<file path="config.mk">
export PLATFORM = sky130hd
export DESIGN_NAME = fdsup_core
export DESIGN_NICKNAME = d
export VERILOG_FILES = /design/src/rtl/fdsup_pkg.sv /design/src/rtl/fdsup_core.sv /design/src/rtl/fdsup_sync2.sv
export SDC_FILE = /design/constraint.sdc
export NUM_CORES = 1
export LEC_CHECK = 0
export BUFFER_PORTS_ARGS = -buffer_cell sky130_fd_sc_hd__buf_2
export CORE_MARGIN = 5
export CORE_UTILIZATION = 29
export CTS_CLUSTER_SIZE = 12
export DETAILED_ROUTE_END_ITERATION = 8
export PLACE_DENSITY_LB_ADDON = 0.15
export SETUP_SLACK_MARGIN = 0.02
export SKIP_CTS_REPAIR_TIMING = 1
export SLEW_MARGIN = 25
export SYNTH_ARGS = -nofsm -noshare
export SYNTH_HDL_FRONTEND = slang
export SYNTH_SLANG_ARGS = --single-unit
</file>
<file path="constraint.sdc">
create_clock -name i_clk -period 6.4 [get_ports i_clk]
set_input_delay 0.64 -clock i_clk [delete_from_list [all_inputs] [get_ports i_clk]]
set_output_delay 0.64 -clock i_clk [all_outputs]
set_load 0.01 [all_outputs]
</file>
<file path="src/rtl/fdsup_pkg.sv">
package fdsup_pkg;
    // ****************************************
    // timing
    // ****************************************
    localparam int unsigned CLK_HZ = 50000000; // core clock rate
    localparam int unsigned DIAG_PASS_MS = 229; // one diagnostic pass
    // cycles per pass; fits 24 bits with room to spare
    localparam int unsigned DIAG_PASS_CYC = DIAG_PASS_MS * (CLK_HZ / 1000);
    localparam int unsigned DIAG_CNT_W = 24; // pass timer width
    localparam logic [2:0] CHECK_PASSES = 3'h5; // check passes at most

    // ****************************************
    // control byte at register 0x03
    // ****************************************
    localparam logic [7:0] CTRL_ADDR = 8'h03; // register index
    localparam int unsigned GAIN_MSB = 7; // gain field top bit
    localparam int unsigned GAIN_LSB = 6; // gain field low bit
    localparam int unsigned LIM_MSB = 5; // limiter field top bit
    localparam int unsigned LIM_LSB = 0; // limiter field low bit
    localparam logic [7:0] CTRL_RST = 8'h00; // value after reset
    // gain in dB for codes 00, 01, 10, 11
    localparam logic [5:0] GAIN_DB0 = 6'h14;
    localparam logic [5:0] GAIN_DB1 = 6'h1a;
    localparam logic [5:0] GAIN_DB2 = 6'h20;
    localparam logic [5:0] GAIN_DB3 = 6'h24;

    // ****************************************
    // modulator
    // ****************************************
    localparam logic [7:0] PWM_MID = 8'h80; // 50% duty point

    // ****************************************
    // types
    // ****************************************
    // protection detector flags from the analog side
    typedef struct packed {
        logic overcurrent_shutdown;
        logic dc_offset;
        logic overtemp_shutdown;
        logic supply_low_trip;
        logic supply_high_trip;
        logic power_on_reset;
    } fdsup_prot_t;

    // load comparator outputs sampled by the diagnostic
    typedef struct packed {
        logic short_gnd;
        logic short_rail;
        logic shorted_load;
        logic open_load;
        logic big_cap;
    } fdsup_load_t;

    // diagnostic verdict codes
    typedef enum logic [2:0] {
        FDSUP_V_NONE = 3'h0,
        FDSUP_V_NORMAL = 3'h1,
        FDSUP_V_GND = 3'h2,
        FDSUP_V_RAIL = 3'h3,
        FDSUP_V_OPEN = 3'h4,
        FDSUP_V_SHORTED = 3'h5
    } fdsup_verdict_t;

    // status seen by the host over the serial port
    typedef struct packed {
        logic overcurrent_shutdown;
        logic dc_offset;
        logic overtemp_shutdown;
        logic supply_low_trip;
        logic supply_high_trip;
        fdsup_verdict_t verdict;
        logic diag_busy;
        logic fault_line;
    } fdsup_stat_t;

    localparam fdsup_stat_t STAT_RST = '{default: 1'b0,
        verdict: FDSUP_V_NONE};

    // supervisor states, gray along standby-diag-play-hold
    typedef enum logic [1:0] {
        FDSUP_STBY = 2'h0,
        FDSUP_DIAG = 2'h1,
        FDSUP_PLAY = 2'h3,
        FDSUP_HOLD = 2'h2
    } fdsup_state_t;
endpackage

</file>
<file path="src/rtl/fdsup_core.sv">
`timescale 1ns/10ps
module fdsup_core import fdsup_pkg::*; #(
    parameter int unsigned DIAG_CYCLES = DIAG_PASS_CYC
) (
    input wire logic i_clk,
    input wire logic i_nrst,
    input wire logic i_standby_n, // standby pin, low = standby
    input wire fdsup_prot_t i_prot, // raw detector flags
    input wire fdsup_load_t i_load, // raw load comparators
    input wire logic i_fault_pin, // level seen on fault wire
    input wire logic i_ctrl_wr, // host writes control byte
    input wire logic [7:0] i_ctrl_data, // byte for register 0x03
    input wire logic i_status_clr, // host clears sticky status
    input wire logic signed [7:0] i_level, // modulator demand
    output logic o_bridge_out_pos, // positive leg drive
    output logic o_bridge_out_neg, // negative leg drive
    output logic o_bridge_oe_n, // high = bridge hi-z
    output logic o_fault_out, // fault wire data, always low
    output logic o_fault_oe_n, // low = pulling fault wire
    output logic o_bus_release, // serial port must float
    output logic [7:0] o_ctrl, // control byte readback
    output logic [1:0] o_gain_sel, // gain code
    output logic [5:0] o_gain_db, // gain in dB
    output fdsup_stat_t o_status // host status
);
    // ****************************************
    // input capture
    // ****************************************
    localparam int unsigned SYNC_W = 13; // all pin level inputs
    logic [SYNC_W-1:0] sync_vec; // synchronised pins
    fdsup_prot_t prot; // clean detector flags
    fdsup_load_t load; // clean load flags
    logic standby; // standby asserted
    logic fault_line; // observed fault wire
    fdsup_sync2 #(.WIDTH(SYNC_W)) u_sync (
        .i_clk(i_clk),
        .i_nrst(i_nrst),
        .i_async({i_prot, i_load, i_standby_n, ~i_fault_pin}),
        .o_sync(sync_vec)
    );
    assign prot = fdsup_prot_t'(sync_vec[12:7]);
    assign load = fdsup_load_t'(sync_vec[6:2]);
    // enter inverted so a flushed stage reads standby and idle wire
    assign standby = ~sync_vec[1];
    assign fault_line = ~sync_vec[0];

    // ****************************************
    // derived conditions
    // ****************************************
    fdsup_state_t state; // supervisor state
    logic [DIAG_CNT_W-1:0] diag_cnt; // pass timer
    logic [2:0] pass_cnt; // check passes done
    logic pass_end; // last cycle of a pass
    logic ov_q; // overvoltage last cycle
    logic ov_rise; // new overvoltage event
    logic ov_par; // odd overvoltage seen
    logic need_diag; // diagnostic owed after hold
    logic diag_fault; // last verdict was a hard fault
    logic regs_clear; // registers back to defaults
    logic off; // standby or power-on reset
    logic supply_trip; // thermal or supply trip
    logic hold_cause; // any hold condition alive
    logic load_bad; // pass saw fault or big cap
    fdsup_verdict_t verdict_now; // verdict of this pass
    logic fault_drive; // pull fault wire low
    assign off = standby | prot.power_on_reset;
    // undervoltage also wipes the registers
    assign regs_clear = off | prot.supply_low_trip;
    assign supply_trip = prot.overtemp_shutdown | prot.supply_high_trip
        | prot.supply_low_trip;
    // dc offset only counts while playing
    assign hold_cause = supply_trip | prot.overcurrent_shutdown
        | (prot.dc_offset & (state == FDSUP_PLAY));
    assign ov_rise = prot.supply_high_trip & ~ov_q;
    assign pass_end = (state == FDSUP_DIAG)
        && (diag_cnt == DIAG_CNT_W'(DIAG_CYCLES - 1));
    assign load_bad = load.short_gnd | load.short_rail
        | load.shorted_load | load.big_cap;

    // ****************************************
    // verdict decode, shorts outrank open
    // ****************************************
    assign verdict_now = load.short_gnd ? FDSUP_V_GND
        : load.short_rail ? FDSUP_V_RAIL
        : load.shorted_load ? FDSUP_V_SHORTED
        : load.open_load ? FDSUP_V_OPEN : FDSUP_V_NORMAL;

    // ****************************************
    // overvoltage parity
    // ****************************************
    // toggles per event so every second one owes a diagnostic
    always_ff @(posedge i_clk) begin
        if (!i_nrst) begin
            ov_q <= 1'b0;
            ov_par <= 1'b0;
        end else begin
            ov_q <= prot.supply_high_trip;
            if (ov_rise) ov_par <= ~ov_par;
        end
    end

    // ****************************************
    // supervisor state machine
    // ****************************************
    always_ff @(posedge i_clk) begin
        if (!i_nrst || off) begin
            state <= FDSUP_STBY;
            need_diag <= 1'b0;
        end else begin
            case (state)
                FDSUP_STBY: state <= FDSUP_DIAG;
                FDSUP_DIAG: begin
                    // abort at once, pop accepted over damage
                    if (supply_trip || prot.overcurrent_shutdown) begin
                        state <= FDSUP_HOLD;
                        need_diag <= 1'b1;
                    end else if (pass_end && !load_bad
                        && !diag_fault) begin
                        state <= FDSUP_PLAY;
                        need_diag <= 1'b0;
                    end
                end
                FDSUP_PLAY: begin
                    if (hold_cause) begin
                        state <= FDSUP_HOLD;
                        // only an odd-numbered overvoltage with no other cause skips the check
                        need_diag <= ~(ov_rise & ~ov_par)
                            | prot.overcurrent_shutdown
                            | prot.overtemp_shutdown
                            | prot.supply_low_trip | prot.dc_offset;
                    end
                end
                FDSUP_HOLD: begin
                    if (!hold_cause) begin
                        state <= need_diag ? FDSUP_DIAG : FDSUP_PLAY;
                    end else if (ov_rise && ov_par) begin
                        need_diag <= 1'b1;
                    end
                end
                default: state <= FDSUP_STBY;
            endcase
        end
    end

    // ****************************************
    // diagnostic pass timer and pass count
    // ****************************************
    always_ff @(posedge i_clk) begin
        if (!i_nrst || state != FDSUP_DIAG) begin
            diag_cnt <= '0;
            pass_cnt <= 3'h0;
        end else if (pass_end) begin
            diag_cnt <= '0;
            // repeat checks while bad; past the limit keep looping
            if (load_bad && pass_cnt < CHECK_PASSES - 3'h1) begin
                pass_cnt <= pass_cnt + 3'h1;
            end else begin
                pass_cnt <= 3'h0;
            end
        end else begin
            diag_cnt <= diag_cnt + DIAG_CNT_W'(1);
        end
    end

    // ****************************************
    // hard fault verdict flag
    // ****************************************
    // only the last pass of a check run decides the verdict
    always_ff @(posedge i_clk) begin
        if (!i_nrst || off) begin
            diag_fault <= 1'b0;
        end else if (pass_end && (!load_bad
            || pass_cnt == CHECK_PASSES - 3'h1)) begin
            diag_fault <= load_bad & ~load.big_cap;
        end
    end

    // ****************************************
    // control byte
    // ****************************************
    always_ff @(posedge i_clk) begin
        if (!i_nrst || regs_clear) begin
            o_ctrl <= CTRL_RST;
        end else if (i_ctrl_wr) begin
            o_ctrl <= i_ctrl_data;
        end
    end

    // gain decode, registered one cycle behind the byte
    always_ff @(posedge i_clk) begin
        if (!i_nrst) begin
            o_gain_sel <= 2'h0;
            o_gain_db <= GAIN_DB0;
        end else begin
            o_gain_sel <= o_ctrl[GAIN_MSB:GAIN_LSB];
            case (o_ctrl[GAIN_MSB:GAIN_LSB])
                2'h0: o_gain_db <= GAIN_DB0;
                2'h1: o_gain_db <= GAIN_DB1;
                2'h2: o_gain_db <= GAIN_DB2;
                2'h3: o_gain_db <= GAIN_DB3;
                default: o_gain_db <= GAIN_DB0;
            endcase
        end
    end

    // ****************************************
    // host status, set wins over clear
    // ****************************************
    always_ff @(posedge i_clk) begin
        if (!i_nrst || off) begin
            o_status <= STAT_RST;
        end else begin
            if (regs_clear) begin
                // undervoltage wipes all but its own mark
                o_status <= STAT_RST;
                o_status.supply_low_trip <= 1'b1;
            end else if (i_status_clr) begin
                o_status.overcurrent_shutdown <= 1'b0;
                o_status.dc_offset <= 1'b0;
                o_status.overtemp_shutdown <= 1'b0;
                o_status.supply_low_trip <= 1'b0;
                o_status.supply_high_trip <= 1'b0;
            end
            if (prot.overcurrent_shutdown) begin
                o_status.overcurrent_shutdown <= 1'b1;
            end
            if (prot.dc_offset && state == FDSUP_PLAY) begin
                o_status.dc_offset <= 1'b1;
            end
            if (prot.overtemp_shutdown) begin
                o_status.overtemp_shutdown <= 1'b1;
            end
            if (prot.supply_high_trip) begin
                o_status.supply_high_trip <= 1'b1;
            end
            if (pass_end && (!load_bad
                || pass_cnt == CHECK_PASSES - 3'h1)) begin
                o_status.verdict <= verdict_now;
            end
            o_status.diag_busy <= (state == FDSUP_DIAG);
            o_status.fault_line <= fault_line;
        end
    end

    // ****************************************
    // fault wire and serial port release
    // ****************************************
    // open load never reaches diag_fault, so it stays off the wire
    assign fault_drive = (state == FDSUP_HOLD)
        | ((state == FDSUP_DIAG) & diag_fault)
        | prot.supply_high_trip | prot.supply_low_trip;

    always_ff @(posedge i_clk) begin
        if (!i_nrst) begin
            o_fault_oe_n <= 1'b1;
            o_bus_release <= 1'b1;
        end else begin
            o_fault_oe_n <= ~fault_drive;
            o_bus_release <= off;
        end
    end
    assign o_fault_out = 1'b0; // open drain only pulls low

    // ****************************************
    // limiter and modulator
    // ****************************************
    logic [7:0] pwm_cnt; // carrier ramp
    logic signed [7:0] lim; // symmetric limit
    logic signed [7:0] lvl; // clamped demand
    logic bridge_off; // hold bridge hi-z

    assign bridge_off = (state != FDSUP_PLAY);
    // odd step keeps limit above zero and inside 127
    assign lim = $signed({1'b0, o_ctrl[LIM_MSB:LIM_LSB], 1'b1});
    // one limit, mirrored for the negative side
    assign lvl = (i_level > lim) ? lim
        : (i_level < -lim) ? -lim : i_level;

    // both legs centred on half duty, moved in opposite ways
    always_ff @(posedge i_clk) begin
        if (!i_nrst) begin
            pwm_cnt <= 8'h00;
            o_bridge_out_pos <= 1'b0;
            o_bridge_out_neg <= 1'b0;
            o_bridge_oe_n <= 1'b1;
        end else begin
            pwm_cnt <= pwm_cnt + 8'h01;
            o_bridge_oe_n <= bridge_off;
            if (bridge_off) begin
                o_bridge_out_pos <= 1'b0;
                o_bridge_out_neg <= 1'b0;
            end else begin
                o_bridge_out_pos <= pwm_cnt < PWM_MID + lvl;
                o_bridge_out_neg <= pwm_cnt < PWM_MID - lvl;
            end
        end
    end
endmodule

</file>
<file path="src/rtl/fdsup_sync2.sv">
`timescale 1ns/10ps
// two flop synchroniser; first stage feeds only the second
module fdsup_sync2 #(
    parameter int unsigned WIDTH = 1
) (
    input wire logic i_clk,
    input wire logic i_nrst,
    input wire logic [WIDTH-1:0] i_async,
    output logic [WIDTH-1:0] o_sync
);
    logic [WIDTH-1:0] meta; // metastability catcher

    // ****************************************
    // two stage capture
    // ****************************************
    always_ff @(posedge i_clk) begin
        if (!i_nrst) begin
            meta <= '0;
            o_sync <= '0;
        end else begin
            meta <= i_async;
            o_sync <= meta;
        end
    end
endmodule

</file>
# Yosys cells after proc, flatten, opt, wreduce, memory -nomap -nowiden
# Index checks and enable logic that the tools add are counted.
# totals
reg_bits	98
input_bits	33
out_inout_bits	32
elab_cells	138
# classes
add_sub_neg	6
n_lt_le_gt_ge	5
eq_ne	15
mux	28
n_bitwise	30
n_reduce_logical	28
# ops
operator	n
adder 24 x 1 -> 24 bit (second input constant)	1
equality test 24 bit (second input constant)	1
< comparator 8 bit	3
case mux 6 bit (4 select lines)	1
two-way mux 3 bit	6
two-way mux 8 bit	2
bitwise OR 1 bit	16
two-way mux 5 bit	3
nonzero test 3 bit	5
two-way mux 2 bit	5
inequality test 2 bit (second input constant)	5
two-way mux 1 bit	9
inverter 1 bit	9
adder 8 x 1 -> 8 bit (second input constant)	1
adder 8 bit (first input constant)	1
equality test 2 bit (second input constant)	4
greater-than comparator 8 bit	1
negation 7 -> 8 bit	1
case mux 2 bit (4 select lines)	1
subtractor 8 bit (first input constant)	1
logical AND 1 bit	7
AND 1 bit	5
logical OR 1 bit	5
AND reduction 5 bit	1
12 further kinds	18

# Logic depth before layout (Yosys ltp)
# logic_depth
word_depth	10
depth_mapped	21
ltp_nobuf	21

# Cells and area by module
# From an unflattened synthesis, not the netlist that was laid out.
# unflattened
hier_cells	495
hier_area_um2	4551.9
# modules_own_cells
module	n_inst	cells_each	area_per_inst_um2	seq_area_each_um2
fdsup_core	1	441	3821.2	1401.3
fdsup_sync2	1	54	730.7	520.5

# Least setup slack after synthesis
# Ideal clock, no wire load.
# synth_path
kind	input to register
startpoint	input port i_level[1]
endpoint	register o_bridge_out_neg
setup_time_ns	0.081
arrival_ns	3.947
required_ns	6.319
path_slack_ns	2.373
stages	19
n_path_buf	1
cell_sequence	ha_1 -> nor2b_1 -> o21bai_1 -> a21oi_1 -> o21bai_1 -> a21oi_1 -> o311ai_0 -> ha_1 -> clkbuf_1 -> nor3b_1 -> a211oi_1 -> ha_1 -> and4b_1 -> xnor2_1 -> ha_1 -> and4_1 -> a211oi_1 -> nand2_1 -> a41oi_1
# synth_via
elab_chain_len	5
# synth_lines
element	line	text
from (decl)	fdsup_core.sv:14	input wire logic signed [7:0] i_level,
< comparator 8 bit	fdsup_core.sv:277	: (i_level < -lim) ? -lim : i_level;
two-way mux 8 bit	fdsup_core.sv:277	
two-way mux 8 bit (*)	fdsup_core.sv:276	assign lvl = (i_level > lim) ? lim
subtractor 8 bit (*)	fdsup_core.sv:294	o_bridge_out_neg <= pwm_cnt < PWM_MID - lvl;
< comparator 8 bit (*)	fdsup_core.sv:294	
to (signal assigned)	fdsup_core.sv:294	
to (decl)	fdsup_core.sv:16	output logic o_bridge_out_neg,
# Mark *: on every way between the ends. The rest lies on a longest branch, timed or not.
# A chain may end at the register's enable or synchronous reset.

# Worst setup path after layout
# layout_path
startpoint	register o_ctrl[0]
endpoint	register o_bridge_out_neg
# layout_via
elab_chain_len	6
# layout_lines
element	line	text
from (decl)	fdsup_core.sv:21	output logic [7:0] o_ctrl,
from (signal assigned)	fdsup_core.sv:185	o_ctrl <= i_ctrl_data;
negation 7 -> 8 bit	fdsup_core.sv:277	
< comparator 8 bit	fdsup_core.sv:277	
two-way mux 8 bit	fdsup_core.sv:277	
two-way mux 8 bit (*)	fdsup_core.sv:276	
subtractor 8 bit (*)	fdsup_core.sv:294	
< comparator 8 bit (*)	fdsup_core.sv:294	
# Marked as above.

==> results.md <==
Synth
• Syn. warnings: 0
• FFs w/ async S/R, synth: 0%
• post-synthesis cell type count: 51
• predominant post-synthesis flop cell: sky130_fd_sc_hd__dfxtp_1
• EDFF count, synth: 0
• Post-Syn Area per Cell: 9.11 um^2
• number of instances in the synthesized netlist: 488
• count of state elements after synthesis: 96
• sequential share of the synthesized area: 43.2%
• post-synth design cell area: 4450 um^2

Timing
• unrepaired setup endpoints after global routing: false
• fmax: 0.232 GHz
• transition at the pin with the smallest max-transition slack: 0.703 ns
• tightest slew margin relative to the limit: 53.2%
• total count of max-transition violations in the final report: 0
• share of the cycle needed by the critical path after routing: 67.3%
• largest clock skew in the final design: 0.00705 ns
• setup violation total in the final timing report: 0
• Final min period: 4.31 ns
• endpoints failing hold: 0
• Worst Setup Slack, final: 2.09 ns
• setup tns final: 0 ns

GRT
• largest net degree at the start of global routing: 48
• gr ovfl total: 0
• vias in the first global route: 3,419
• initial antenna violation count: 1
• total routing resource utilization after global routing: 11.3%
• wire length of the first global-routing pass: 16,400 um

Die
• standard cell core area: 15,100 um^2
• floorplan die width: 134 um
• Die Footprint: 17,900 um^2
• IO Count: 65
• row count: 45
• starting density of the core: 29.4%
• vertical die dimension: 134 um

Placement
• placed standard-cell area: 4910 um^2
• Post-DP HPWL: 7210 um
• GP Congestion: 0.850
• pre-CTS WS: 1.80 ns
• number of I/O port buffers: 62

Power and ir drop
• Seq pwr share: 50.4%
• switching power share of the total: 22.2%
• static leakage power: 0.00213 uW
• cell internal power dissipation: 950 uW
• share of power burned in the clock network: 42.3%
• Comb power frac: 7.2%
• power per standard cell area: 235 nW/um^2
• power spent charging and discharging nets: 272 uW
• IR Drop Worst-Case VDD: 0.116 mV

Setup path
• Max Fanout on Critical Path: 16
• Setup crit end kind: flip-flop
• startpoint kind of the worst setup timing path: flip-flop
• Worst EP required: 6.66 ns
• count of buffer and inverter cells on the critical path: 1
• CP arrival: 4.57 ns
• Setup Crit Path Kind: reg -> reg
• dominant cell type by count on the critical path: sky130_fd_sc_hd__ha_1
• Worst path slowest cell: sky130_fd_sc_hd__ha_1
• cell family with most CP delay: compound AO/OA/AOI/OAI gates
• delay of the slowest cell on the worst path: 0.46 ns
• crit-path cells: inv_1 -> ha_1 -> nor2b_1 -> o21bai_1 -> a21oi_1 -> o21bai_1 -> a21oi_1 -> o311ai_0 -> ha_1 -> or2_2 -> a221o_1 -> o21ai_1 -> and4b_1 -> xnor2_1 -> ha_1 -> and4_1 -> a211oi_1 -> nand2_1 -> a41oi_1

Route
• number of DRC markers after the initial detailed-route iteration: 111
• total via count after detailed routing: 3,392
• final wirelength: 9620 um
• average detailed-routed wire length per instance: 13.1 um
• post-detailed-route DRC marker count: 0
• final antenna-violating net count: 0
• via-per-instance ratio: 4.60
• total iterations of the first detailed-routing run: 4

Cells and area
• area grow syn2layout: 16.9%
• number of nets in the layout: 613
• area of all placed cells without fillers: 5200 um^2
• number of diodes: 0
• fillcell total: 1,567
• proportion of layout cells with a drive suffix above 1: 14.9%
• most common library cell in the layout ignoring fill and taps: sky130_fd_sc_hd__dfxtp_1
• commonest cells after routing, fill and taps aside: 96 x sky130_fd_sc_hd__dfxtp_1, 62 x sky130_fd_sc_hd__buf_2, 60 x sky130_fd_sc_hd__nor2_1, 38 x sky130_fd_sc_hd__and2_1, 36 x sky130_fd_sc_hd__ha_1
• fin util: 34.3%

Outcome
• result of the run: completed

Clock network
• cts bufs inserted: 9
• CTS tree: yes
• CTS clock-pin slew for the worst setup and hold paths: 0.06 ns
• clock root cell: sky130_fd_sc_hd__clkbuf_16
• # H-tree levels: 3
• Num Clock Sinks: 96
• clock insertion delay at the later pin of the skew report: 0.34 ns
• number of buffers on the longest clock path: 2

Hold path
• Tightest Hold Check Type: reg -> reg

Run
• max-cap violations: 0

[cells by family (layout without fill, tap and decap cells)]
family | Yosys count | after routing | share of synthesized area, %
simple gates | 214 | 214 | 25.7
flops | 96 | 96 | 43.2
compound gates | 58 | 58 | 8.05
buf+inv | 38 | 98 | 3.66
fa+ha+maj | 37 | 37 | 10.4
xor+xnor | 35 | 35 | 6.89
mux | 9 | 9 | 2.03
other cells | 1 | 2 | 0.0843
[final cells by class]
class | count | area, um^2 | share of cell area (%)
Tap cell | 188 | 235 | 4.52
Clock inverter | 4 | 45.0 | 0.866
Timing Repair Buffer | 63 | 318 | 6.11
Sequential cell | 96 | 1920 | 37.0
Inverter | 19 | 71.3 | 1.37
Clock buffer | 12 | 236 | 4.55
Multi-Input combinational cell | 355 | 2370 | 45.6
[cells in the mapped netlist (all sizes together), types with 4 or more instances]
cell type,instances,area [um^2]
inv,19,71.3
xnor2,13,114
dfxtp,96,1920
nand3,27,148
mux2i,9,90.1
o21ai,13,65.1
clkbuf,12,45.0
ha,36,450
nor2,60,225
and4,4,35.0
and3,7,43.8
xor2,22,193
a211oi,6,45.0
nand2,24,90.1
a21oi,22,110
nor3b,6,45.0
and2,38,238
nand2b,7,43.8
nor4,5,31.3
nand4,6,37.5
buf,7,46.3
nor3,7,35.0
nor2b,9,58.8
[metal layers]
metal	global-route usage (%)	vias to the layer above	part of all wire, %
li1	-	1769	-
met1	14.4	1551	48
met2	18.1	56	46
met3	3.71	14	4.9
met4	4.00	2	1.5
met5	0	-	0.14
[through the flow]
step / hold slack (ns) / power [uW] / std cells
floorplan: 0.368 / 689 / 489
CTS: 0.419 / 1240 / 737
finish: 0.408 / 1220 / 737
global placement: 0.414 / 718 / 721
detailed placement: 0.408 / 720 / 721
global route: 0.450 / 1280 / 737
[final timing paths]
| path | from | slack, ns | to | cells after the start |
|---|---|---|---|---|
| worst min-delay path | u_sync.o_sync[0] | 0.41 | o_status[0] | 1 |
| worst max-delay path | o_ctrl[0] | 2.09 | o_bridge_out_neg | 19 |
| worst min register to register | u_sync.o_sync[0] | 0.41 | o_status[0] | 1 |
| worst max register to register | o_ctrl[0] | 2.09 | o_bridge_out_neg | 19 |
[power by group through the flow]
| stage | registers (uW) | logic [uW] | clock network, uW |
|---|---|---|---|
| floorplan | 628 | 60.8 | 0 |
| global placement | 630 | 88.4 | 0 |
| detailed placement | 630 | 90.1 | 0 |
| CTS | 617 | 90.5 | 537 |
| global route | 618 | 103 | 564 |
| finish | 616 | 88.3 | 517 |
[flip-flops by register name, summed over array words and instances, names as in the netlist]
signal / count
o_bridge_out_pos: 1
ov_q: 1
o_bridge_oe_n: 1
o_fault_oe_n: 1
o_status: 10
u_sync.meta: 13
u_sync.o_sync: 13
o_gain_sel: 2
pwm_cnt: 8
pass_cnt: 3
o_ctrl: 8
ov_par: 1
o_bus_release: 1
diag_fault: 1
need_diag: 1
state: 2
o_bridge_out_neg: 1
diag_cnt: 24
o_gain_db: 4
[worst register-to-register path, stage by stage, from the launching register on]
cell and delay, ns:
sky130_fd_sc_hd__dfxtp_1 0.43, sky130_fd_sc_hd__inv_1 0.07, sky130_fd_sc_hd__ha_1 0.29, sky130_fd_sc_hd__nor2b_1 0.05, sky130_fd_sc_hd__o21bai_1 0.13, sky130_fd_sc_hd__a21oi_1 0.09, sky130_fd_sc_hd__o21bai_1 0.13, sky130_fd_sc_hd__a21oi_1 0.08
sky130_fd_sc_hd__o311ai_0 0.31, sky130_fd_sc_hd__ha_1 0.46, sky130_fd_sc_hd__or2_2 0.36, sky130_fd_sc_hd__a221o_1 0.35, sky130_fd_sc_hd__o21ai_1 0.19, sky130_fd_sc_hd__and4b_1 0.26, sky130_fd_sc_hd__xnor2_1 0.12, sky130_fd_sc_hd__ha_1 0.24
sky130_fd_sc_hd__and4_1 0.20, sky130_fd_sc_hd__a211oi_1 0.23, sky130_fd_sc_hd__nand2_1 0.08, sky130_fd_sc_hd__a41oi_1 0.15
(Power assumes the default switching activity.)
